### config.mk
export PLATFORM = sky130hd
export DESIGN_NAME = audio_host_port_interface
export DESIGN_NICKNAME = d
export VERILOG_FILES = /design/src/rtl/audio_port_pkg.sv /design/src/rtl/audio_host_port_interface.sv /design/src/rtl/audio_port_fifo.sv /design/src/rtl/audio_port_power.sv
export VERILOG_INCLUDE_DIRS = /design/src /design/src/rtl
export SDC_FILE = /design/constraint.sdc
export NUM_CORES = 2
export LEC_CHECK = 0
export ABC_AREA = 1
export CORE_MARGIN = 2
export CORE_UTILIZATION = 54
export DETAILED_ROUTE_END_ITERATION = 12
export DONT_BUFFER_PORTS = 1
export PLACE_DENSITY_LB_ADDON = 0.12
export SKIP_LAST_GASP = 1
export SYNTH_ARGS = -nofsm -noshare
export SYNTH_HDL_FRONTEND = slang
export SYNTH_HIERARCHICAL = 1
export SYNTH_SLANG_ARGS = --single-unit
### constraint.sdc
create_clock -name mclk -period 13.9 [get_ports mclk]
set_input_delay 1.39 -clock mclk [delete_from_list [all_inputs] [get_ports mclk]]
set_output_delay 1.39 -clock mclk [all_outputs]
set_load 0.05 [all_outputs]
### src/rtl/audio_port_cfg.svh
// Constants for the audio host port: offsets, bit positions, reset values, timing.
// Included by the package and by every design file.
`ifndef AUDIO_PORT_CFG_SVH
`define AUDIO_PORT_CFG_SVH
`define OFS_RESET_CTRL 4'h6
`define OFS_POWER_CTRL 4'h7
`define OFS_RD_DATA 4'hA
`define OFS_WR_STATUS 4'hC
`define OFS_RD_STATE 4'hE
`define OFS_FIFO_PIO 4'hF
`define PWR_SUSPEND 7
`define PWR_FM_RESET 5
`define PWR_ANALOG_ON 3
`define PWR_DOWN_REQ 2
`define PWR_GENERAL_OUTPUT_ONE 1
`define PWR_GENERAL_OUTPUT_ZERO 0
`define PWR_WRITE_MASK 8'hAF
`define PWR_RESET_VAL 8'h02
`define RST_SOFT_BIT 0
`define RST_FIFO_BIT 1
`define ST_BUSY 7
`define ST_AVAIL 6
`define ST_FULL 5
`define ST_EMPTY 4
`define ST_HALF 3
`define ST_IRQ_CTL 2
`define ST_IRQ_HALF 1
`define ST_IRQ_DMA 0
`define ACK_BYTE 8'hAA
`define DMA_COUNT_RESET 16'h0800
`define TIMER_DIV_RESET 8'h83
`define FILTER_DIV_RESET 8'h83
`define CODEC_MID_LEVEL 16'h8000
`define REC_VOL8_MAX 4'hF
`define REC_VOL16_MID 4'h8
`define FIFO_DEPTH 256
`define CTL_FW_DEPTH 64
`define TB_LEGACY_KHZ 1000
`define TB_EXT_KHZ 800
`define CLK_KHZ 100000
`endif

### src/rtl/audio_port_pkg.sv
// Types shared by the audio host port modules.
// Assumes audio_port_cfg.svh is on the include path.
`include "audio_port_cfg.svh"
package audio_port_pkg;
  typedef struct packed {
    logic rd;
    logic wr;
    logic [3:0] addr;
    logic [7:0] wdata;
  } io_req_t;

  typedef struct packed {
    logic ext_mode;
    logic dma_run;
    logic dac_to_mixer;
    logic codec_is_dac;
    logic [15:0] codec_level;
    logic [15:0] compat_count;
    logic [15:0] ext_count;
    logic [7:0] timer_div;
    logic [7:0] filter_div;
    logic [3:0] rec_vol8;
    logic [3:0] rec_vol16;
    logic [10:0] timebase_khz;
  } core_cfg_t;

  typedef enum logic [1:0] {
    SRST_IDLE = 2'b00,
    SRST_HOLD = 2'b01,
    SRST_ACK = 2'b10
  } srst_state_t;
endpackage : audio_port_pkg

### src/rtl/audio_host_port_interface.sv
// Host I/O port set of the audio controller: power, command/data, status, FIFO PIO, reset.
// Assumes ISA strobes already decoded to one-cycle rd/wr pulses synchronous to mclk.
`timescale 1ns/10ps
`include "audio_port_cfg.svh"
module audio_host_port_interface
  import audio_port_pkg::*;
#(
  parameter int FIFO_DEPTH = `FIFO_DEPTH,
  parameter int FW_DEPTH = `CTL_FW_DEPTH
)
(
  input wire logic mclk,
  input wire logic srst,
  input wire logic ce,
  input wire io_req_t host_req,
  output logic [7:0] host_rdata,
  output logic suspend_req,
  output logic powerdown_req,
  output logic fm_reset,
  output logic analog_stays_on,
  output logic general_output_one,
  output logic general_output_zero,
  output logic ctl_reset,
  output logic [7:0] ctl_cmd_data,
  output logic ctl_cmd_valid,
  input wire logic ctl_cmd_take,
  input wire logic ctl_rd_put,
  input wire logic [7:0] ctl_rd_data,
  input wire logic ctl_irq,
  input wire logic ext_mode_set,
  input wire logic ext_mode_clr,
  input wire logic dma_start,
  input wire logic dma_overflow,
  input wire logic dma_pop,
  output logic [7:0] dma_data,
  input wire logic dma_push,
  input wire logic [7:0] dma_push_data,
  output logic irq,
  output logic mixer_defaults,
  output core_cfg_t core_cfg
);
  logic wr_pwr;
  logic wr_rst;
  logic wr_cmd;
  logic rd_data;
  logic rd_state;
  logic wr_fifo;
  logic rd_fifo;
  logic [7:0] pwr_rdata;
  logic [1:0] rst_bits_r;
  srst_state_t srst_state_r;
  logic core_reset;
  logic [7:0] rd_buf_r;
  logic avail_r;
  logic busy_r;
  logic [7:0] cmd_r;
  logic irq_ctl_r;
  logic irq_half_r;
  logic irq_dma_r;
  logic fifo_full;
  logic fifo_empty;
  logic fifo_half;
  logic half_prev_r;
  logic [7:0] fifo_out;
  logic ext_r;
  logic [7:0] status;
  core_cfg_t cfg_r;

  // Port strobe decode
  function automatic logic hit(input io_req_t r, input logic is_wr, input logic [3:0] ofs);
    hit = (is_wr ? r.wr : r.rd) && (r.addr == ofs);
  endfunction : hit

  assign wr_pwr = hit(host_req, 1'b1, `OFS_POWER_CTRL);
  assign wr_rst = hit(host_req, 1'b1, `OFS_RESET_CTRL);
  assign wr_cmd = hit(host_req, 1'b1, `OFS_WR_STATUS);
  assign rd_data = hit(host_req, 1'b0, `OFS_RD_DATA);
  assign rd_state = hit(host_req, 1'b0, `OFS_RD_STATE);
  assign wr_fifo = hit(host_req, 1'b1, `OFS_FIFO_PIO);
  assign rd_fifo = hit(host_req, 1'b0, `OFS_FIFO_PIO);

  // No wake path from power port
  audio_port_power u_power (
    .mclk(mclk),
    .srst(srst),
    .ce(ce),
    .wr(wr_pwr),
    .wdata(host_req.wdata),
    .rdata(pwr_rdata),
    .suspend_req(suspend_req),
    .powerdown_req(powerdown_req),
    .fm_reset(fm_reset),
    .analog_stays_on(analog_stays_on),
    .general_output_one(general_output_one),
    .general_output_zero(general_output_zero)
  );

  // Reset port bits
  always_ff @(posedge mclk)
  begin
    if (srst)
    begin
      rst_bits_r <= 2'b00;
    end
    else if (ce && wr_rst)
    begin
      rst_bits_r <= host_req.wdata[1:0];
    end
  end

  always_ff @(posedge mclk)
  begin
    if (srst)
    begin
      srst_state_r <= SRST_IDLE;
    end
    else if (ce)
    begin
      case (srst_state_r)
        SRST_IDLE:
        begin
          if (rst_bits_r[`RST_SOFT_BIT])
          begin
            srst_state_r <= SRST_HOLD;
          end
        end
        SRST_HOLD:
        begin
          if (!rst_bits_r[`RST_SOFT_BIT])
          begin
            srst_state_r <= SRST_ACK;
          end
        end
        SRST_ACK:
        begin
          srst_state_r <= SRST_IDLE;
        end
        default:
        begin
          srst_state_r <= SRST_IDLE;
        end
      endcase
    end
  end

  assign core_reset = srst || (srst_state_r == SRST_HOLD);
  assign ctl_reset = core_reset;
  assign mixer_defaults = srst;

  always_ff @(posedge mclk)
  begin
    if (core_reset)
    begin
      busy_r <= 1'b0;
      cmd_r <= 8'h00;
    end
    else if (ce)
    begin
      if (wr_cmd)
      begin
        busy_r <= 1'b1;
        cmd_r <= host_req.wdata;
      end
      else if (ctl_cmd_take)
      begin
        busy_r <= 1'b0;
      end
    end
  end
  assign ctl_cmd_valid = busy_r;
  assign ctl_cmd_data = cmd_r;

  always_ff @(posedge mclk)
  begin
    if (srst)
    begin
      avail_r <= 1'b0;
      rd_buf_r <= 8'h00;
    end
    else if (ce)
    begin
      if (srst_state_r == SRST_ACK)
      begin
        avail_r <= 1'b1;
        rd_buf_r <= `ACK_BYTE;
      end
      else if (srst_state_r == SRST_HOLD)
      begin
        avail_r <= 1'b0;
      end
      else if (ctl_rd_put)
      begin
        avail_r <= 1'b1;
        rd_buf_r <= ctl_rd_data;
      end
      else if (rd_data)
      begin
        avail_r <= 1'b0;
      end
    end
  end

  always_ff @(posedge mclk)
  begin
    if (core_reset)
    begin
      ext_r <= 1'b0;
    end
    else if (ce)
    begin
      if (ext_mode_set)
      begin
        ext_r <= 1'b1;
      end
      else if (ext_mode_clr)
      begin
        ext_r <= 1'b0;
      end
    end
  end

  audio_port_fifo #(
    .DEPTH(FIFO_DEPTH)
  ) u_fifo (
    .mclk(mclk),
    .srst(core_reset),
    .ce(ce),
    .flush(rst_bits_r[`RST_FIFO_BIT] && ext_r),
    .push((wr_fifo || dma_push) && ext_r),
    .push_data(wr_fifo ? host_req.wdata : dma_push_data),
    .pop((rd_fifo || dma_pop) && ext_r),
    .pop_data(fifo_out),
    .full(fifo_full),
    .empty(fifo_empty),
    .half_empty(fifo_half)
  );
  assign dma_data = fifo_out;

  always_ff @(posedge mclk)
  begin
    if (core_reset)
    begin
      irq_ctl_r <= 1'b0;
      irq_half_r <= 1'b0;
      irq_dma_r <= 1'b0;
      half_prev_r <= 1'b1;
    end
    else if (ce)
    begin
      half_prev_r <= fifo_half;
      irq_ctl_r <= ctl_irq || (irq_ctl_r && !rd_state);
      irq_half_r <= (ext_r && (fifo_half != half_prev_r)) || (irq_half_r && !rd_state);
      irq_dma_r <= (ext_r && dma_overflow) || (irq_dma_r && !rd_state);
    end
  end
  assign irq = irq_ctl_r || irq_half_r || irq_dma_r;

  assign status = {busy_r, avail_r, ext_r && fifo_full, ext_r && fifo_empty,
                   ext_r && fifo_half, irq_ctl_r, irq_half_r, irq_dma_r};

  always_ff @(posedge mclk)
  begin
    if (core_reset)
    begin
      cfg_r.ext_mode <= 1'b0;
      cfg_r.timebase_khz <= 11'(`TB_LEGACY_KHZ);
      cfg_r.dma_run <= 1'b0;
      cfg_r.dac_to_mixer <= 1'b0;
      cfg_r.timer_div <= `TIMER_DIV_RESET;
      cfg_r.filter_div <= `FILTER_DIV_RESET;
      cfg_r.compat_count <= `DMA_COUNT_RESET;
      cfg_r.ext_count <= `DMA_COUNT_RESET;
      cfg_r.codec_is_dac <= 1'b1;
      cfg_r.codec_level <= `CODEC_MID_LEVEL;
      cfg_r.rec_vol8 <= `REC_VOL8_MAX;
      cfg_r.rec_vol16 <= `REC_VOL16_MID;
    end
    else if (ce)
    begin
      if (dma_start)
      begin
        cfg_r.dma_run <= 1'b1;
      end
    end
  end

  always_comb
  begin
    core_cfg = cfg_r;
    core_cfg.ext_mode = ext_r;
    core_cfg.timebase_khz = ext_r ? 11'(`TB_EXT_KHZ) : 11'(`TB_LEGACY_KHZ);
  end

  // Read data mux
  always_ff @(posedge mclk)
  begin
    if (srst)
    begin
      host_rdata <= 8'h00;
    end
    else if (ce && host_req.rd)
    begin
      if (host_req.addr == `OFS_POWER_CTRL)
      begin
        host_rdata <= pwr_rdata;
      end
      else if (host_req.addr == `OFS_RESET_CTRL)
      begin
        host_rdata <= {6'h00, rst_bits_r};
      end
      else if (host_req.addr == `OFS_RD_DATA)
      begin
        host_rdata <= rd_buf_r;
      end
      else if (host_req.addr == `OFS_WR_STATUS)
      begin
        host_rdata <= status;
      end
      else if (host_req.addr == `OFS_RD_STATE)
      begin
        host_rdata <= {avail_r, 7'h00};
      end
      else if (host_req.addr == `OFS_FIFO_PIO)
      begin
        host_rdata <= ext_r ? fifo_out : 8'h00;
      end
      else
      begin
        host_rdata <= 8'hFF;
      end
    end
  end
endmodule : audio_host_port_interface

### src/rtl/audio_port_fifo.sv
// Hardware-managed byte FIFO for extended mode with level flags.
// Assumes one writer and one reader on mclk; pushes to a full FIFO are dropped.
`timescale 1ns/10ps
`include "audio_port_cfg.svh"
module audio_port_fifo
  import audio_port_pkg::*;
#(
  parameter int DEPTH = `FIFO_DEPTH,
  parameter int AW = $clog2(DEPTH)
)
(
  input wire logic mclk,
  input wire logic srst,
  input wire logic ce,
  input wire logic flush,
  input wire logic push,
  input wire logic [7:0] push_data,
  input wire logic pop,
  output logic [7:0] pop_data,
  output logic full,
  output logic empty,
  output logic half_empty
);
  logic [7:0] mem [DEPTH];
  logic [AW-1:0] wp_r;
  logic [AW-1:0] rp_r;
  logic [AW:0] cnt_r;
  logic do_push;
  logic do_pop;

  assign full = (cnt_r == (AW+1)'(DEPTH));
  assign empty = (cnt_r == '0);
  assign half_empty = (cnt_r < (AW+1)'(DEPTH / 2));
  assign do_push = push && !full;
  assign do_pop = pop && !empty;
  assign pop_data = mem[rp_r];

  always_ff @(posedge mclk)
  begin
    if (ce && do_push)
    begin
      mem[wp_r] <= push_data;
    end
  end

  always_ff @(posedge mclk)
  begin
    if (srst || (ce && flush))
    begin
      wp_r <= '0;
      rp_r <= '0;
      cnt_r <= '0;
    end
    else if (ce)
    begin
      if (do_push)
      begin
        wp_r <= wp_r + 1'b1;
      end
      if (do_pop)
      begin
        rp_r <= rp_r + 1'b1;
      end
      if (do_push && !do_pop)
      begin
        cnt_r <= cnt_r + 1'b1;
      end
      else if (do_pop && !do_push)
      begin
        cnt_r <= cnt_r - 1'b1;
      end
    end
  end
endmodule : audio_port_fifo

### src/rtl/audio_port_power.sv
// Power management port: pulse requests, FM reset, analog flag, general outputs.
// Assumes writes arrive as one-cycle strobes from the port decoder.
`timescale 1ns/10ps
`include "audio_port_cfg.svh"
module audio_port_power
  import audio_port_pkg::*;
(
  input wire logic mclk,
  input wire logic srst,
  input wire logic ce,
  input wire logic wr,
  input wire logic [7:0] wdata,
  output logic [7:0] rdata,
  output logic suspend_req,
  output logic powerdown_req,
  output logic fm_reset,
  output logic analog_stays_on,
  output logic general_output_one,
  output logic general_output_zero
);
  logic [7:0] pwr_r;

  always_ff @(posedge mclk)
  begin
    if (srst)
    begin
      pwr_r <= `PWR_RESET_VAL;
    end
    else if (ce && wr)
    begin
      pwr_r <= wdata & `PWR_WRITE_MASK;
    end
  end

  always_ff @(posedge mclk)
  begin
    if (srst)
    begin
      suspend_req <= 1'b0;
      powerdown_req <= 1'b0;
    end
    else if (ce)
    begin
      suspend_req <= wr && pwr_r[`PWR_SUSPEND] && !wdata[`PWR_SUSPEND];
      powerdown_req <= wr && pwr_r[`PWR_DOWN_REQ] && !wdata[`PWR_DOWN_REQ];
    end
  end

  assign rdata = pwr_r;
  assign fm_reset = pwr_r[`PWR_FM_RESET];
  assign analog_stays_on = pwr_r[`PWR_ANALOG_ON];
  assign general_output_one = pwr_r[`PWR_GENERAL_OUTPUT_ONE];
  assign general_output_zero = pwr_r[`PWR_GENERAL_OUTPUT_ZERO];
endmodule : audio_port_power

==> impl_metrics.ini <==
[clocking]
clock-sinks = 2125
clock-root-buffer = clkbuf_16
postCtsSetupRepairBufs = 0
post_cts_resize_count = 0
clkSlewWorstSetupHoldPaths_ns = 0.06
clk_latency_ns = 0.85
holdBufCountCts = 0
htree_levels = 4
clockBufferDepth = 3
cts_tree = yes
cts-buffers-inserted = 211

[synth]
synth_area_um2 = 87600
avgSynthCellArea_um2 = 11.5
async_flop_share_pct = 0
ys_types = 39
synth_largest_area_cell = edfxtp_1
synth_top_flop_cell = edfxtp_1
syn_inst = 7589
synth_edf_count = 2048
synth.area.top_cells = edfxtp_1, nand3_1, nand2_1, buf_2, dfxtp_1
yosys_warnings = 6
ys_seq_area_share_pct = 72.0
yosysTopAreaCellShare_pct = 70.2
yosys_register_bits = 2125

[sta]
fin_ws_ns = 6.49
rsz0062_at_grt = no
skew_ns = 0.0319
worstMarginPinSlew_ns = 1.14
timing.setup.tns_ns = 0
relSlewSlack_pct = 23.7
drv_slew = 0
period_needed_ns = 7.41
setup_viol_count_final = 0
hold_viol_final = 0
fmax_mhz = 135
fin_crit_sh_pct = 53.3

[detailed_routing]
dr.pass1.iters = 6
finalWirelength_um = 239000
drc_errors = 0
ant_nets = 0
drtIter0Drc = 6601
drt-vias-per-instance = 5.93
vias = 57617
routedWlPerCell_um = 24.6

[place]
portBuffers = 0
gp_congestion = 0.876
dpl.hpwl_um = 129000
place_ws_ns = 7.48

[worst_hold_path]
holdCritPathClass = reg2reg
min_from = avail_r

[global_routing]
antenna_found_initial = 3
grt_overflow = 0
track_usage_pct = 28.8
grt_pass1_wl_um = 354000
grt_pass1_vias = 53544
grt_max_degree = 210

[status]
outcome = complete, no violations

[final_layout]
seqCellArea_um2 = 63100
fill_cells = 12946
drive_gt1_share_pct = 5.42
area_growth_pct = 8.57
multi_input_area_um2 = 21600
final_nets = 7435
final_core_util_pct = 59.2

[die]
ioPinCount = 163
core_area_um2 = 161000
fp.dieH_um = 407
initial_utilization_pct = 54.5
die-area_um2 = 165000
rows = 147
die_x_um = 407

[power_and_ir_drop]
p_per_area_nw_per_um2 = 137
leakage_nw = 32.7
vdd_drop_max_mv = 0.124

[setup_path]
crit_required_ns = 12.51
cp-start-kind = flop
cp-end-kind = primary output
crit_arrival_ns = 6.02
critPathKind = reg2out
reg2reg_slack_ns = 7.92
cp_max_fo = 209

[flow_run]
max_cap_violations = 0
## worst paths after layout
check,to,cells past startpoint
setup / recovery,dma_data[7],13
setup reg to reg,host_rdata[3],19
hold reg to reg,avail_r,2
hold / removal,avail_r,2
## final cells by class
cell class / instances / area share [%]
clock inverter: 121 / 1.04
clock buffer: 270 / 5.95
sequential: 2125 / 66.3
multi-input combinational: 4857 / 22.7
antenna: 3 / 0.00789
inverter: 103 / 0.443
tap: 2160 / 2.84
timing repair buffer: 76 / 0.758
## logic make-up (layout without fill, tap and decap cells)
group,Yosys count,after routing,synth area share [%]
xor gates and xnor gates,9,9,0.0900
adders and majority gates,19,19,0.280
and+or+nand+nor,4604,4604,22.8
AOI/OAI and AO/OA,134,134,0.787
muxes,7,7,0.0900
DFF,2125,2125,72.0
buffers and inverters,688,570,3.96
other,3,87,0.0129
## cell usage after synthesis, drive strengths merged (2+ instances only)
| cell type | count |
|---|---|
| mux2 | 7 |
| edfxtp | 2048 |
| a21oi | 64 |
| clkinv | 3 |
| clkbuf | 91 |
| and3 | 2 |
| o21ai | 61 |
| nand4 | 18 |
| dfxtp | 77 |
| inv | 100 |
| buf | 494 |
| nor2 | 318 |
| conb | 3 |
| xor2 | 8 |
| nand2 | 2209 |
| nor3 | 9 |
| nand3 | 2048 |
| o211ai | 2 |
| o22ai | 2 |
| ha | 18 |
| a211oi | 2 |
## critical path, cell delays in order, from the launching register on
cell     delay (ns)
dfxtp_4        0.60
buf_4          0.70
buf_12         0.61
buf_4          0.76
nand2_1        0.11
nand3_1        0.12
nand3_1        0.09
nand3_1        0.17
nand3_1        0.13
nand3_1        0.12
nand3_1        0.34
nand2_1        0.40
nand2_1        0.11
nand2_1        0.51
## power breakdown
| group | leakage [nW] | switching [mW] | internal [mW] | total (mW) |
|---|---|---|---|---|
| combinational | 10.5 | 0.369 | 0.0771 | 0.446 |
| clock | 3.25 | 2.39 | 3.14 | 5.53 |
| sequential | 19.0 | 0.0176 | 7.04 | 7.06 |
## sequential cells by signal, indices dropped and copies added, names as in the netlist, 2 cells and up, named ones only
register	flops
u_fifo/rp_r	8
u_fifo/wp_r	8
srst_state_r	2
u_fifo/cnt_r	9
ctl_cmd_data	8
u_power/rdata	6
u_fifo/mem	2048
host_rdata	8
rst_bits_r	2
rd_buf_r	8
## layer usage
metal | track usage (%) | wire [µm] | share of wire, %
met5 | 0 | 0 | 0
met4 | 11.3 | 9430 | 4.0
met3 | 4.52 | 19000 | 8.0
met2 | 44.4 | 111000 | 47
met1 | 41.4 | 98700 | 41
## per-stage QoR
step / hold slack [ns] / std cells / total power, mW / instance area (µm²)
floorplan: 0.434 / 7670 / 7.52 / 87900
global placement: 0.445 / 9321 / 7.63 / 88500
detailed placement: 0.446 / 9321 / 7.64 / 88500
CTS: 0.456 / 9712 / 13.1 / 95100
global route: 0.483 / 9712 / 13.4 / 95100
finish: 0.456 / 9715 / 13.0 / 95100
## cell usage in the layout (no fill, tap or decap), types with 3 or more instances in the layout
cell type	n
dfxtp_4	4
buf_4	64
clkinv_2	32
clkbuf_8	7
xor2_1	8
nor3_1	8
dfxtp_1	71
edfxtp_1	2048
a21oi_1	64
nor2_1	314
bufinv_16	15
nand4_2	6
nand2_2	3
clkbuf_16	215
nand3_2	8
nand4_1	11
mux2_8	7
o21ai_1	3
o21ai_0	57
ha_1	18
inv_6	6
inv_1	88
diode_2	3
inv_16	3
clkinv_1	62
buf_12	12
nand2_1	2206
conb_1	84
clkinvlp_4	5
nand3_1	2040
clkbuf_1	48
inv_2	8
No activity file was read; power rests on OpenSTA's default activity.
